File: config.mk
export PLATFORM = sky130hd
export DESIGN_NAME = isp_bus_port
export DESIGN_NICKNAME = d
export VERILOG_FILES = /design/src/core/isp_pkg.sv /design/src/core/isp_fifo_if.sv /design/src/core/isp_fifo.sv /design/src/core/isp_bus_port.sv
export VERILOG_INCLUDE_DIRS = /design/src /design/src/core
export SDC_FILE = /design/constraint.sdc
export NUM_CORES = 1
export LEC_CHECK = 0
export BUFFER_PORTS_ARGS = -buffer_cell sky130_fd_sc_hd__buf_2
export CAP_MARGIN = 20
export CELL_PAD_IN_SITES_DETAIL_PLACEMENT = 2
export CELL_PAD_IN_SITES_GLOBAL_PLACEMENT = 2
export CORE_MARGIN = 5
export CORE_UTILIZATION = 34
export DETAILED_ROUTE_END_ITERATION = 16
export PLACE_DENSITY_LB_ADDON = 0.1
export SKIP_CTS_REPAIR_TIMING = 1
export SYNTH_ARGS = -nofsm -noshare
export SYNTH_HDL_FRONTEND = slang
export SYNTH_SLANG_ARGS = --single-unit
File: constraint.sdc
create_clock -name mclk -period 3.4 [get_ports mclk]
set_input_delay 0.68 -clock mclk [delete_from_list [all_inputs] [get_ports mclk]]
set_output_delay 0.68 -clock mclk [all_outputs]
set_load 0.03 [all_outputs]
File: src/core/isp_defines.svh
// constants for the isa slave bus port: widths, reset values, strap and mapping defaults
`ifndef ISP_DEFINES_SVH
`define ISP_DEFINES_SVH

`define ISP_SA_W        12
`define ISP_SA_HI_W     4
`define ISP_DATA_W      8
`define ISP_NCHAN       3
`define ISP_NIRQ        6
`define ISP_CHMAP_W     3
`define ISP_IRQMAP_W    4
`define ISP_FIFO_DEPTH  16
// bus channels 0, 1, 3 for the first, second and third request
`define ISP_DMA_MAP_RST 9'h0c8
// bus lines 5, 7, 9, 11, 12, 15 for the first to sixth interrupt output
`define ISP_IRQ_MAP_RST 24'hfc_b975
// strap level that selects upper address inputs
`define ISP_STRAP_ADDR  1'b1
`define ISP_HI_ZERO     4'h0

`endif

File: src/core/isp_pkg.sv
// types shared by the isa slave bus port modules
package isp_pkg;
    typedef enum logic [1:0] {
        ISP_IDLE = 2'b00,
        ISP_WAIT = 2'b01,
        ISP_HOLD = 2'b10
    } isp_state_t;

    typedef enum logic [2:0] {
        ISP_K_NONE = 3'b000,
        ISP_K_IORD = 3'b001,
        ISP_K_IOWR = 3'b010,
        ISP_K_DMWR = 3'b011,
        ISP_K_DMRD = 3'b100
    } isp_kind_t;
endpackage : isp_pkg

File: src/core/isp_fifo_if.sv
// valid/ready stream carrier between the bus port and its fifo
`timescale 1ns/1ns
interface isp_fifo_if #(
    parameter int WIDTH = 8
);
    logic             in_valid;
    logic             in_ready;
    logic [WIDTH-1:0] in_data;
    logic             out_valid;
    logic             out_ready;
    logic [WIDTH-1:0] out_data;

    modport fifo (input in_valid, input in_data, output in_ready,
                  output out_valid, output out_data, input out_ready);
    modport ctl  (output in_valid, output in_data, input in_ready,
                  input out_valid, input out_data, output out_ready);
endinterface : isp_fifo_if

File: src/core/isp_fifo.sv
// synchronous fifo with valid/ready on both sides
`timescale 1ns/1ns
module isp_fifo #(
    parameter int WIDTH = 8,
    parameter int DEPTH = 16
) (
    input  wire logic mclk,
    input  wire logic rst_n,
    isp_fifo_if.fifo  fi
);
    localparam int AW = $clog2(DEPTH);

    generate
        if (DEPTH < 2 || (1 << AW) != DEPTH || WIDTH < 1) begin : g_bad
            $error("isp_fifo: DEPTH must be a power of two >= 2");
        end
    endgenerate

    logic [WIDTH-1:0] mem [DEPTH];
    logic [AW-1:0]    wr_ptr_q;
    logic [AW-1:0]    rd_ptr_q;
    logic [AW:0]      count_q;

    wire push = fi.in_valid & fi.in_ready;
    wire pop  = fi.out_valid & fi.out_ready;

    assign fi.in_ready  = (count_q != (AW+1)'(DEPTH));
    assign fi.out_valid = (count_q != '0);
    assign fi.out_data  = mem[rd_ptr_q];

    always_ff @(posedge mclk) begin
        if (push) begin
            mem[wr_ptr_q] <= fi.in_data;
        end
    end

    always_ff @(posedge mclk or negedge rst_n) begin
        if (!rst_n) begin
            wr_ptr_q <= '0;
            rd_ptr_q <= '0;
            count_q  <= '0;
        end else begin
            wr_ptr_q <= wr_ptr_q + AW'(push);
            rd_ptr_q <= rd_ptr_q + AW'(pop);
            count_q  <= count_q + (AW+1)'(push) - (AW+1)'(pop);
        end
    end
endmodule : isp_fifo

File: src/core/isp_bus_port.sv
// isa slave bus port: io decode, strobes, channel ready, dma pairs, interrupt outputs
`timescale 1ns/1ns
`include "isp_defines.svh"

// What this block does
// - decode low address lines against configured windows, select matching function
// - in upper-address mode accept io decode only when upper four bits are zero
// - read strobe strap level at reset release picks upper-address or drive mode
// - address enable low means io cycle, high means dma cycle
// - low read strobe reads a decoded register or dma byte onto data bus
// - low write strobe stores data byte to decoded register or dma path
// - hold channel ready low until the access can complete; host stretches
// - dma request stays high until all bytes of current transfer type moved
// - dma requests default to bus channels 0, 1, 3; resource data remaps
// - on acknowledge capture data byte on first-channel dma write, drive byte on second- or third-channel dma read
// - each interrupt output driven only when individually enabled by configuration
// - interrupt outputs default to lines 5,7,9,11,12,15; resource data remaps
module isp_bus_port #(
    parameter int NWIN  = 4,
    parameter int DEPTH = `ISP_FIFO_DEPTH
) (
    input  wire logic                        mclk,
    input  wire logic                        rst_n,
    input  wire logic [`ISP_SA_W-1:0]        sa,
    input  wire logic [`ISP_SA_HI_W-1:0]     ext_addr_hi,
    input  wire logic                        aen,
    input  wire logic                        ior_n,
    input  wire logic                        iow_n,
    input  wire logic [7:0]                  sd_in,
    output logic      [7:0]                  sd_out,
    output logic                             sd_oe,
    output logic                             iochrdy_out,
    output logic                             iochrdy_oe,
    input  wire logic                        dma_ack_first_n,
    input  wire logic                        dma_ack_second_n,
    input  wire logic                        dma_ack_third_n,
    output logic                             dma_req_first,
    output logic                             dma_req_second,
    output logic                             dma_req_third,
    output logic      [`ISP_NIRQ-1:0]        host_irq_out,
    output logic      [`ISP_NIRQ-1:0]        host_irq_oe,
    input  wire logic                        peripheral_read_strobe_in,
    output logic                             addr_hi_mode,
    input  wire logic [NWIN-1:0]             cfg_win_en,
    input  wire logic [NWIN*`ISP_SA_W-1:0]   cfg_win_base,
    input  wire logic [NWIN*`ISP_SA_W-1:0]   cfg_win_mask,
    input  wire logic [`ISP_NCHAN-1:0]       cfg_chan_en,
    input  wire logic [1:0]                  cfg_xfer_bytes,
    input  wire logic [`ISP_NIRQ-1:0]        cfg_irq_en,
    input  wire logic                        res_load,
    input  wire logic [8:0]                  res_dma_map,
    input  wire logic [23:0]                 res_irq_map,
    output logic      [8:0]                  dma_chan_map,
    output logic      [23:0]                 irq_line_map,
    output logic      [NWIN-1:0]             reg_sel,
    output logic      [`ISP_SA_W-1:0]        reg_addr,
    output logic                             reg_wr,
    output logic                             reg_rd,
    output logic      [7:0]                  reg_wdata,
    input  wire logic [7:0]                  reg_rdata,
    input  wire logic                        reg_rvalid,
    output logic      [7:0]                  play_data,
    output logic                             play_valid,
    input  wire logic                        play_ready,
    input  wire logic [15:0]                 cap_data,
    input  wire logic [1:0]                  cap_valid,
    output logic      [1:0]                  cap_ready,
    input  wire logic [`ISP_NIRQ-1:0]        irq_evt
);
    generate
        if (NWIN < 1 || NWIN > 8) begin : g_bad
            $error("isp_bus_port: NWIN must be 1..8");
        end
    endgenerate

    function automatic logic win_match(input logic [11:0] a, input logic [11:0] base,
                                       input logic [11:0] mask);
        win_match = ((a ^ base) & ~mask) == 12'h000;
    endfunction : win_match

    function automatic logic [NWIN-1:0] first_one(input logic [NWIN-1:0] v);
        first_one = v & (~v + NWIN'(1));
    endfunction : first_one

    isp_pkg::isp_state_t st_q;
    isp_pkg::isp_state_t st_d;
    isp_pkg::isp_kind_t  kind_q;
    isp_pkg::isp_kind_t  new_kind;
    isp_pkg::isp_kind_t  cur_kind;

    logic [1:0]            ch_q;
    logic [NWIN-1:0]       win_hit;
    logic [NWIN-1:0]       reg_sel_q;
    logic [`ISP_SA_W-1:0]  reg_addr_q;
    logic                  reg_wr_q;
    logic                  reg_rd_q;
    logic [7:0]            reg_wdata_q;
    logic [7:0]            sd_out_q;
    logic                  hi_mode_q;
    logic                  strap_done_q;
    logic [2:0]            req_q;
    logic [1:0]            cnt_q [3];
    logic [8:0]            dma_map_q;
    logic [23:0]           irq_map_q;
    logic                  map_loaded_q;
    logic [`ISP_NIRQ-1:0]  irq_q;
    logic [`ISP_NIRQ-1:0]  irq_oe_q;
    logic                  rdy_now;
    logic [7:0]            rd_byte;

    isp_fifo_if #(.WIDTH(8)) play_if ();

    isp_fifo #(.WIDTH(8), .DEPTH(DEPTH)) u_fifo (
        .mclk  (mclk),
        .rst_n (rst_n),
        .fi    (play_if.fifo)
    );

    for (genvar w = 0; w < NWIN; w++) begin : g_win
        assign win_hit[w] = cfg_win_en[w] &
            win_match(sa, cfg_win_base[w*12 +: 12], cfg_win_mask[w*12 +: 12]);
    end

    // upper bits must be zero only when the pins carry address
    wire addr_ok   = !hi_mode_q || (ext_addr_hi == `ISP_HI_ZERO);
    wire strobe_on = !ior_n || !iow_n;
    wire [2:0] ack_act = ~{dma_ack_third_n, dma_ack_second_n, dma_ack_first_n};
    wire [2:0] ack_on  = ack_act & cfg_chan_en;
    wire [1:0] ack_ch  = ack_on[0] ? 2'd0 : (ack_on[1] ? 2'd1 : 2'd2);
    // aen separates decoded io from dma cycles
    wire io_hit  = !aen && addr_ok && (|win_hit);
    wire dma_hit = aen && (|ack_on);
    wire start   = (st_q == isp_pkg::ISP_IDLE) && strobe_on;
    wire active  = start || (st_q == isp_pkg::ISP_WAIT);
    wire [1:0] cur_ch  = start ? ack_ch : ch_q;
    wire       cap_sel = (cur_ch == 2'd2);

    // classify the cycle at the strobe edge
    assign new_kind = (io_hit && !ior_n) ? isp_pkg::ISP_K_IORD :
                      (io_hit && !iow_n) ? isp_pkg::ISP_K_IOWR :
                      (dma_hit && !iow_n && ack_ch == 2'd0) ? isp_pkg::ISP_K_DMWR :
                      (dma_hit && !ior_n && ack_ch != 2'd0) ? isp_pkg::ISP_K_DMRD :
                      isp_pkg::ISP_K_NONE;
    assign cur_kind = start ? new_kind : kind_q;

    always_comb begin
        case (cur_kind)
            isp_pkg::ISP_K_IORD: rdy_now = (st_q == isp_pkg::ISP_WAIT) && reg_rvalid;
            isp_pkg::ISP_K_DMWR: rdy_now = play_if.in_ready;
            isp_pkg::ISP_K_DMRD: rdy_now = cap_valid[cap_sel];
            default:             rdy_now = 1'b1;
        endcase
    end

    wire fire     = active && rdy_now;
    wire dma_acc  = fire && (cur_kind == isp_pkg::ISP_K_DMWR ||
                             cur_kind == isp_pkg::ISP_K_DMRD);
    assign rd_byte = (cur_kind == isp_pkg::ISP_K_IORD) ? reg_rdata
                                                       : cap_data[cap_sel*8 +: 8];

    always_comb begin
        st_d = st_q;
        case (st_q)
            isp_pkg::ISP_IDLE: begin
                if (start) begin
                    st_d = fire ? isp_pkg::ISP_HOLD : isp_pkg::ISP_WAIT;
                end
            end
            // a strobe dropped mid-wait abandons the cycle
            isp_pkg::ISP_WAIT: begin
                if (!strobe_on) begin
                    st_d = isp_pkg::ISP_IDLE;
                end else if (fire) begin
                    st_d = isp_pkg::ISP_HOLD;
                end
            end
            isp_pkg::ISP_HOLD: begin
                if (!strobe_on) begin
                    st_d = isp_pkg::ISP_IDLE;
                end
            end
            default: st_d = isp_pkg::ISP_IDLE;
        endcase
    end

    always_ff @(posedge mclk or negedge rst_n) begin
        if (!rst_n) begin
            st_q   <= isp_pkg::ISP_IDLE;
            kind_q <= isp_pkg::ISP_K_NONE;
            ch_q   <= 2'd0;
        end else begin
            st_q   <= st_d;
            kind_q <= cur_kind;
            ch_q   <= cur_ch;
        end
    end

    // register side strobes and latched decode
    always_ff @(posedge mclk or negedge rst_n) begin
        if (!rst_n) begin
            reg_sel_q   <= '0;
            reg_addr_q  <= '0;
            reg_wr_q    <= 1'b0;
            reg_rd_q    <= 1'b0;
            reg_wdata_q <= 8'h00;
        end else begin
            if (start) begin
                reg_sel_q  <= first_one(win_hit);
                reg_addr_q <= sa;
            end
            reg_wr_q <= fire && cur_kind == isp_pkg::ISP_K_IOWR;
            reg_rd_q <= start && new_kind == isp_pkg::ISP_K_IORD;
            if (fire && cur_kind == isp_pkg::ISP_K_IOWR) begin
                reg_wdata_q <= sd_in;
            end
        end
    end

    // read byte held until the strobe ends
    always_ff @(posedge mclk or negedge rst_n) begin
        if (!rst_n) begin
            sd_out_q <= 8'h00;
        end else if (fire && (cur_kind == isp_pkg::ISP_K_IORD ||
                              cur_kind == isp_pkg::ISP_K_DMRD)) begin
            sd_out_q <= rd_byte;
        end
    end

    // dma write bytes enter the playback fifo
    assign play_if.in_valid  = fire && cur_kind == isp_pkg::ISP_K_DMWR;
    assign play_if.in_data   = sd_in;
    assign play_if.out_ready = play_ready;
    assign play_data         = play_if.out_data;
    assign play_valid        = play_if.out_valid;
    assign cap_ready[0] = fire && cur_kind == isp_pkg::ISP_K_DMRD && !cap_sel;
    assign cap_ready[1] = fire && cur_kind == isp_pkg::ISP_K_DMRD && cap_sel;

    // request held until the whole transfer unit has moved
    for (genvar c = 0; c < 3; c++) begin : g_ch
        wire src_ok  = (c == 0) ? play_if.in_ready : cap_valid[(c == 0) ? 0 : c-1];
        wire ch_acc  = dma_acc && cur_ch == 2'(c);
        wire last    = cnt_q[c] == cfg_xfer_bytes;
        always_ff @(posedge mclk or negedge rst_n) begin
            if (!rst_n) begin
                req_q[c] <= 1'b0;
                cnt_q[c] <= 2'd0;
            end else if (!cfg_chan_en[c]) begin
                req_q[c] <= 1'b0;
                cnt_q[c] <= 2'd0;
            end else if (ch_acc) begin
                req_q[c] <= !last;
                cnt_q[c] <= last ? 2'd0 : cnt_q[c] + 2'd1;
            end else if (!req_q[c] && !ack_act[c] && src_ok) begin
                req_q[c] <= 1'b1;
            end
        end
    end

    // strap caught on the first edge after reset release
    always_ff @(posedge mclk or negedge rst_n) begin
        if (!rst_n) begin
            hi_mode_q    <= `ISP_STRAP_ADDR;
            strap_done_q <= 1'b0;
        end else if (!strap_done_q) begin
            hi_mode_q    <= peripheral_read_strobe_in == `ISP_STRAP_ADDR;
            strap_done_q <= 1'b1;
        end
    end

    // channel and line assignment, remapped by resource data
    always_ff @(posedge mclk or negedge rst_n) begin
        if (!rst_n) begin
            dma_map_q    <= `ISP_DMA_MAP_RST;
            irq_map_q    <= `ISP_IRQ_MAP_RST;
            map_loaded_q <= 1'b0;
        end else if (res_load) begin
            dma_map_q    <= res_dma_map;
            irq_map_q    <= res_irq_map;
            map_loaded_q <= 1'b1;
        end
    end

    // outputs float unless enabled; value gated as well
    always_ff @(posedge mclk or negedge rst_n) begin
        if (!rst_n) begin
            irq_q    <= '0;
            irq_oe_q <= '0;
        end else begin
            irq_q    <= irq_evt & cfg_irq_en;
            irq_oe_q <= cfg_irq_en;
        end
    end

    // bus driven only while our read strobe is low and data is latched
    assign sd_oe = st_q == isp_pkg::ISP_HOLD && !ior_n &&
                   (kind_q == isp_pkg::ISP_K_IORD || kind_q == isp_pkg::ISP_K_DMRD);
    assign sd_out = sd_out_q;
    // open drain: only ever pulls low while waiting
    assign iochrdy_oe  = st_q == isp_pkg::ISP_WAIT;
    assign iochrdy_out = 1'b0;
    assign dma_req_first  = req_q[0];
    assign dma_req_second = req_q[1];
    assign dma_req_third  = req_q[2];
    assign host_irq_out   = irq_q;
    assign host_irq_oe    = irq_oe_q;
    assign addr_hi_mode   = hi_mode_q;
    assign dma_chan_map   = dma_map_q;
    assign irq_line_map   = irq_map_q;
    assign reg_sel        = reg_sel_q;
    assign reg_addr       = reg_addr_q;
    assign reg_wr         = reg_wr_q;
    assign reg_rd         = reg_rd_q;
    assign reg_wdata      = reg_wdata_q;
endmodule : isp_bus_port

# Word-level counts from Yosys, hierarchy flattened
# Memory sizes are Yosys's and may differ from the RTL's.
# Index checks and enable logic that the tools add are counted.
[totals]
ff_bits = 110
ramBits = 128
output_inout_bits = 97
elab_cells = 184
n_memories = 1
[op_classes]
add_sub_neg = 8
magnitude_cmp = 1
n_eq_ne = 24
n_shift = 1
n_mux = 38
bitwise = 23
n_reduce_logical = 64
[memory_table]
columns = ["memory", "words", "word_bits", "rd", "rd_ports_with_merged_regs", "wr", "line", "rtl"]
rows = [
  ["u_fifo.mem", 16, 8, 1, 0, 1, "isp_fifo.sv:19", "logic [WIDTH-1:0] mem [DEPTH];"],
]
[ops]
columns = ["op", "n"]
rows = [
  ["12-bit AND", 4],
  ["12-bit logical NOT", 4],
  ["12-bit NOT", 4],
  ["12-bit XOR", 4],
  ["2-bit two-way mux", 17],
  ["1-bit logical AND", 31],
  ["16-bit by 5-bit indexed part select with 8-bit output", 1],
  ["3-bit two-way mux", 5],
  ["1-bit logical NOT", 14],
  ["1-bit two-way mux", 13],
  ["3-bit by 1-bit equality test with 1-bit output, second input constant", 3],
  ["3-bit by 1-bit != test with 1-bit output, second input constant", 3],
  ["4-bit by 1-bit adder with 4-bit output", 2],
  ["8-bit two-way mux", 1],
  ["2-bit by 1-bit adder with 2-bit output, second input constant", 3],
  ["1-bit AND", 6],
  ["6-bit AND", 1],
  ["2-bit equality test", 3],
  ["3-bit by 2-bit equality test with 1-bit output, second input constant", 2],
  ["3-bit equality test, second input constant", 2],
  ["2-bit logical NOT", 3],
  ["1-bit logical OR", 6],
  ["2-bit by 1-bit != test with 1-bit output, second input constant", 3],
  ["2-bit one-hot mux with 3 select lines", 1],
  ["other kinds (20)", 23],
]

# Longest topological paths before layout
[logic_depth]
ltp_word = 18
depth_mapped = 15
depth_no_buf = 14

# Modules after synthesis
# A second synthesis with hierarchy kept.
[hier_totals]
hier_cells = 778
area_unflattened_um2 = 10770.3
[modules_own_cells]
columns = ["mod", "instances", "cells_each", "area_each_um2", "seq_area_each_um2"]
rows = [
  ["isp_fifo", 1, 307, 5701.7, 4169.0],
  ["isp_bus_port", 1, 471, 5068.6, 2452.4],
]

# Worst setup path before layout
# No wires, ideal clock.
[synth_timing]
kind = "input-to-reg"
from = "input dma_ack_second_n"
to = "memory u_fifo.mem[0][0], enable pin"
arrival_ps = 2974
path_slack_ps = 42
stages = 9
path_buffers = 1
cell_sequence = "and2b_1 -> o2111ai_1 -> nand2_1 -> o21ai_0 -> a21boi_0 -> and3_1 -> clkbuf_1 -> or3b_2 -> nor3_1"
[synth_between]
elab_chain_cells = 18
[synth_lines]
columns = ["item", "line", "rtl"]
rows = [
  ["start, declared", "isp_bus_port.sv:35", "input wire logic dma_ack_second_n,"],
  ["3-bit NOT (*)", "isp_bus_port.sv:127", "wire [2:0] ack_act = ~{dma_ack_third_n, dma_ack_second_n, dma_ack_first_n};"],
  ["3-bit AND (*)", "isp_bus_port.sv:128", "wire [2:0] ack_on = ack_act & cfg_chan_en;"],
  ["2-bit two-way mux or 3-bit OR reduction (tied branches)", "isp_bus_port.sv:129, isp_bus_port.sv:132", ""],
  ["2-bit two-way mux or 1-bit logical AND (tied branches)", "isp_bus_port.sv:129, isp_bus_port.sv:132", ""],
  ["2-bit nonzero test or 1-bit logical AND (tied branches)", "isp_bus_port.sv:142", "(dma_hit && !ior_n && ack_ch != 2'd0) ? isp_pkg::ISP_K_DMRD :"],
  ["1-bit logical AND", "isp_bus_port.sv:142", ""],
  ["3-bit two-way mux", "isp_bus_port.sv:142", ""],
  ["3-bit two-way mux", "isp_bus_port.sv:141", "(dma_hit && !iow_n && ack_ch == 2'd0) ? isp_pkg::ISP_K_DMWR :"],
  ["[... 2 more ...]", "-", ""],
  ["3-bit two-way mux", "isp_bus_port.sv:144", "assign cur_kind = start ? new_kind : kind_q;"],
  ["3-bit equality test, or another cell as far along", "isp_bus_port.sv:147", "case (cur_kind)"],
  ["1-bit one-hot mux with 3 select lines", "isp_bus_port.sv:147", ""],
  ["1-bit logical AND", "isp_bus_port.sv:155", "wire fire = active && rdy_now;"],
  ["1-bit logical AND (*)", "isp_bus_port.sv:230", "assign play_if.in_valid = fire && cur_kind == isp_pkg::ISP_K_DMWR;"],
  ["1-bit AND (*)", "isp_fifo.sv:24", "wire push = fi.in_valid & fi.in_ready;"],
  ["1-bit two-way mux (*)", "isp_fifo.sv:32", "if (push) begin"],
  ["1-bit two-way mux (not written as such) (*)", "isp_fifo.sv:33", "mem[wr_ptr_q] <= fi.in_data;"],
  ["end, declared", "isp_fifo.sv:19", ""],
]
# Mark *: on every way between the ends. The rest lies on a longest branch, timed or not. The select of a mux whose other input is x is not followed.

# Worst setup path in the final report
[layout_timing]
from = "register st_q[1]"
to = "output cap_ready[1]"
[layout_between]
elab_chain_cells = 10
[layout_lines]
columns = ["item", "line", "rtl"]
rows = [
  ["start, declared", "isp_bus_port.sv:85", "isp_pkg::isp_state_t st_q;"],
  ["start signal, assigned", "isp_bus_port.sv:188", "st_q <= isp_pkg::ISP_IDLE;"],
  ["start signal, assigned", "isp_bus_port.sv:192", "st_q <= st_d;"],
  ["2-bit logical NOT", "isp_bus_port.sv:133", "wire start = (st_q == isp_pkg::ISP_IDLE) && strobe_on;"],
  ["1-bit logical AND", "isp_bus_port.sv:133", ""],
  ["2-bit two-way mux", "isp_bus_port.sv:135", "wire [1:0] cur_ch = start ? ack_ch : ch_q;"],
  ["2-bit equality test", "isp_bus_port.sv:136", "wire cap_sel = (cur_ch == 2'd2);"],
  ["1-bit two-way mux (not written as such) (2 in series)", "isp_bus_port.sv:150", "isp_pkg::ISP_K_DMRD: rdy_now = cap_valid[cap_sel];"],
  ["1-bit one-hot mux with 3 select lines", "isp_bus_port.sv:147", ""],
  ["1-bit logical AND", "isp_bus_port.sv:155", ""],
  ["1-bit logical AND", "isp_bus_port.sv:236", "assign cap_ready[1] = fire && cur_kind == isp_pkg::ISP_K_DMRD && cap_sel;"],
  ["1-bit logical AND (*)", "isp_bus_port.sv:236", ""],
  ["end, declared", "isp_bus_port.sv:67", "output logic [1:0] cap_ready,"],
]
# Marked as above.

==> impl_results.md <==
* Status: complete, no violations
* Crit path launch type: flop
* Initial drt markers at approximately 220
* CORE AREA at 30700 um^2
* Fmax at 306 MHz
* Row Count at 64
* R2r worst-path depth at 13
* Buf/Inv on CP at 2
* CP most frequent cell: buf_4
* PwrDens at 752 nW/um^2
* GP Congestion at 0.762
* Post-layout util at 45.0%
* Vias in the first global route at between 8k and 9k
* Pin count of the biggest net entering global routing at 41
* CP Cell Sequence: a211o_4 > buf_4 > nor3_1 > a21oi_2 > a2bb2oi_4 > nor2_1 > buf_4
* CP Max Fanout at 8
* Final worst path period share at a little over nine tenths
* H-tree level count at 1
* Post-Syn Area per Cell at 13.7 um^2
* WL/cell at 21.9 um
* WS Path Type: flop to primary output
* # IOs at slightly above 300
* Vias at ~7.6k
* Max-slew headroom at the worst pin at 49.4%
* Fin Setup TNS at 0 ps
* Slew Limit Fails at 0
* Final net count at around 1.3k
* Register bit count reported by yosys at between 200 and 250
* Initial Util at 34.6%
* Post-layout minimum cycle time at ~3300 ps
* Synth warn at 0
* Final Hold Viols at 0
* Max clock buf depth at 3
* Crit path max-delay family: compound AO/OA/AOI/OAI gates
* Die H at 187 um
* Clk slew on worst S/H paths at 60 ps
* Hold Path Class: primary input to async pin
* Vias/cell at 4.97
* RSZ-0062 raised after global routing: false
* GRT Resource Usage Total at 18.7%
* Post-DP HPWL at ~26000 um
* Register area share after synthesis at 62.3%
* Slowest CP cell: dfrtp_2
* DRC viols at 0
* Final WS setup at between 100 and 150 ps
* Synth Cell Area at 10600 um^2
* Die width at about 190 um
* Post-synthesis cell count at a little under 800
* Layout area overhead at 30.0%
* Layout Skew at 11.2 ps
* FFs w/ async S/R, synth at 46.2%
* CTS Buf Count at 27
* Most used flip-flop cell after synthesis: edfxtp_1
* Minimum setup slack after placement at roughly 10 ps
* Least-Margin Pin Slew at around 760 ps
* Reg-to-Reg Start: st_q[1]
* Worst endpoint required time at 2720 ps
* CTS sink count at between 200 and 250
* R2r setup slk at 590 ps
* Max-cap viol count at 0
* Antenna-violating nets left at 0
* CP Capture Type: primary output
* Synth cell types at a little over 60
* Number of synthesized flops with an enable pin at 128
* Clk_lat worst skew at ~540 ps
* Layout cells sized above 1 at between 40% and 50%
* Die area at 34900 um^2
* Worst vdd ir at 0.436 mV
* Diode count at 0
* Syn Nets at 999
* DRT Pass-1 Iters at 4
* Remaining global-route overflow at 0
* Count of final setup violators at 0
* CTS tree: yes
* FF-to-FF End: u_fifo.count_q[4]
* CTS root buf: clkbuf_16
* Largest stage delay, worst path at slightly below 500 ps
* Routed wire length at 33600 um
* First-pass GRT wire length at between 50000 and 60000 um
* Leakage at 0.00596 uW
* Port Buf Inserts at slightly above 300
* Initial antenna violation count at 0
* Crit path arrival time at 2590 ps
## sequential cells by signal (all words and copies together), names as in the netlist, 6 cells and up
name,cells
cnt_q,6
dma_chan_map,9
host_irq_oe,6
host_irq_out,6
irq_line_map,24
reg_addr,12
reg_wdata,8
sd_out,8
u_fifo.mem,128
## layout make-up
cell class | count | area, um^2
tap | 396 | 495
clock buffer | 35 | 746
timing repair buffer | 356 | 1950
sequential | 238 | 6630
multi-input combinational | 485 | 3820
fill | 3153 | 16900
inverter | 12 | 45.0
clock inverter | 15 | 145
## per-layer routing
metal	GRT usage, %	vias up	wire length [um]
met5	0	-	0
met4	3.75	0	618
met3	4.98	38	2030
met2	35.4	186	18400
met1	21.2	3887	12600
li1	-	3524	-
## power breakdown
group	leakage [uW]	internal (uW)	switching (uW)
Combinational	0.00303	1480	2350
Sequential	0.00249	3400	293
Clock	0.000438	1710	1180
## worst max-delay path by stage
| stage | from | endpoint | depth (start not counted) |
|---|---|---|---|
| CTS | st_q[1] | cap_ready[1] | 8 |
| global placement | cfg_chan_en[1] | cap_ready[1] | 10 |
| global route | st_q[1] | cap_ready[0] | 7 |
| detailed placement | dma_ack_second_n | u_fifo.count_q[4] | 15 |
| floorplan | dma_ack_second_n | u_fifo.mem[0][0] | 9 |
| finish | st_q[1] | cap_ready[1] | 7 |
## layout by cell type (no fill, tap or decap), drive strengths merged, types with 3 or more instances in the layout
cell,count
xnor2,53
a211o,3
and2,8
nand2b,6
nand3b,3
o22ai,22
a221oi,8
nor4,4
ha,10
nand2,80
o31ai,3
edfxtp,128
a21o,5
xor2,10
a21oi,24
nor3b,3
a21boi,4
o21ai,26
or3,4
mux4,16
nand3,8
mux2,56
nor2b,4
clkinv,11
dfrtp,90
clkbuf,35
a22oi,8
nor2,42
dfstp,20
mux2i,40
inv,13
buf,356
nor3,12
## cells by family after synthesis
| logic type | share of synthesized area [%] |
|---|---|
| AND/OR/NAND/NOR | 8.34 |
| AO/OA/AOI/OAI | 7.22 |
| flip-flops | 62.3 |
| buffers and inverters | 2.33 |
| multiplexers | 13.1 |
| adder cells (fa/ha/maj) | 1.36 |
| other | 0.0706 |
| XOR/XNOR | 5.33 |
## per-stage QoR
stage          std cells  hold slack (ps)  cell area (um^2)  power [uW]
2_1_floorplan        776              384             10600        6120
4_1_cts             1535              111             13700       10500
6_report            1537              117             13800       10400
3_5_place_dp        1485              461             12800        7530
5_1_grt             1537              132             13800       11000
3_3_place_gp        1485              455             12800        7420
## Yosys cell counts (4+ instances only)
master / n / area, um^2
xor2_1: 10 / 87.6
a221oi_1: 8 / 70.1
a21oi_1: 22 / 110
nand2b_1: 6 / 37.5
dfrtp_1: 90 / 2250
o21ai_0: 25 / 125
buf_2: 12 / 60.1
edfxtp_1: 128 / 3840
buf_6: 4 / 45.0
mux2_2: 56 / 631
a21o_1: 5 / 37.5
dfstp_2: 20 / 526
nand2_1: 78 / 293
o22ai_1: 21 / 131
mux4_2: 16 / 360
clkbuf_1: 21 / 78.8
inv_1: 12 / 45.0
or3_1: 4 / 25.0
nand3_1: 8 / 40.0
mux2i_1: 40 / 400
nor2b_1: 4 / 25.0
nor3_1: 12 / 60.1
and2_1: 8 / 50.1
ha_1: 10 / 125
nor2_1: 42 / 158
xnor2_1: 51 / 447
a22oi_1: 8 / 60.1
No activity file was read; power rests on OpenSTA's default activity.
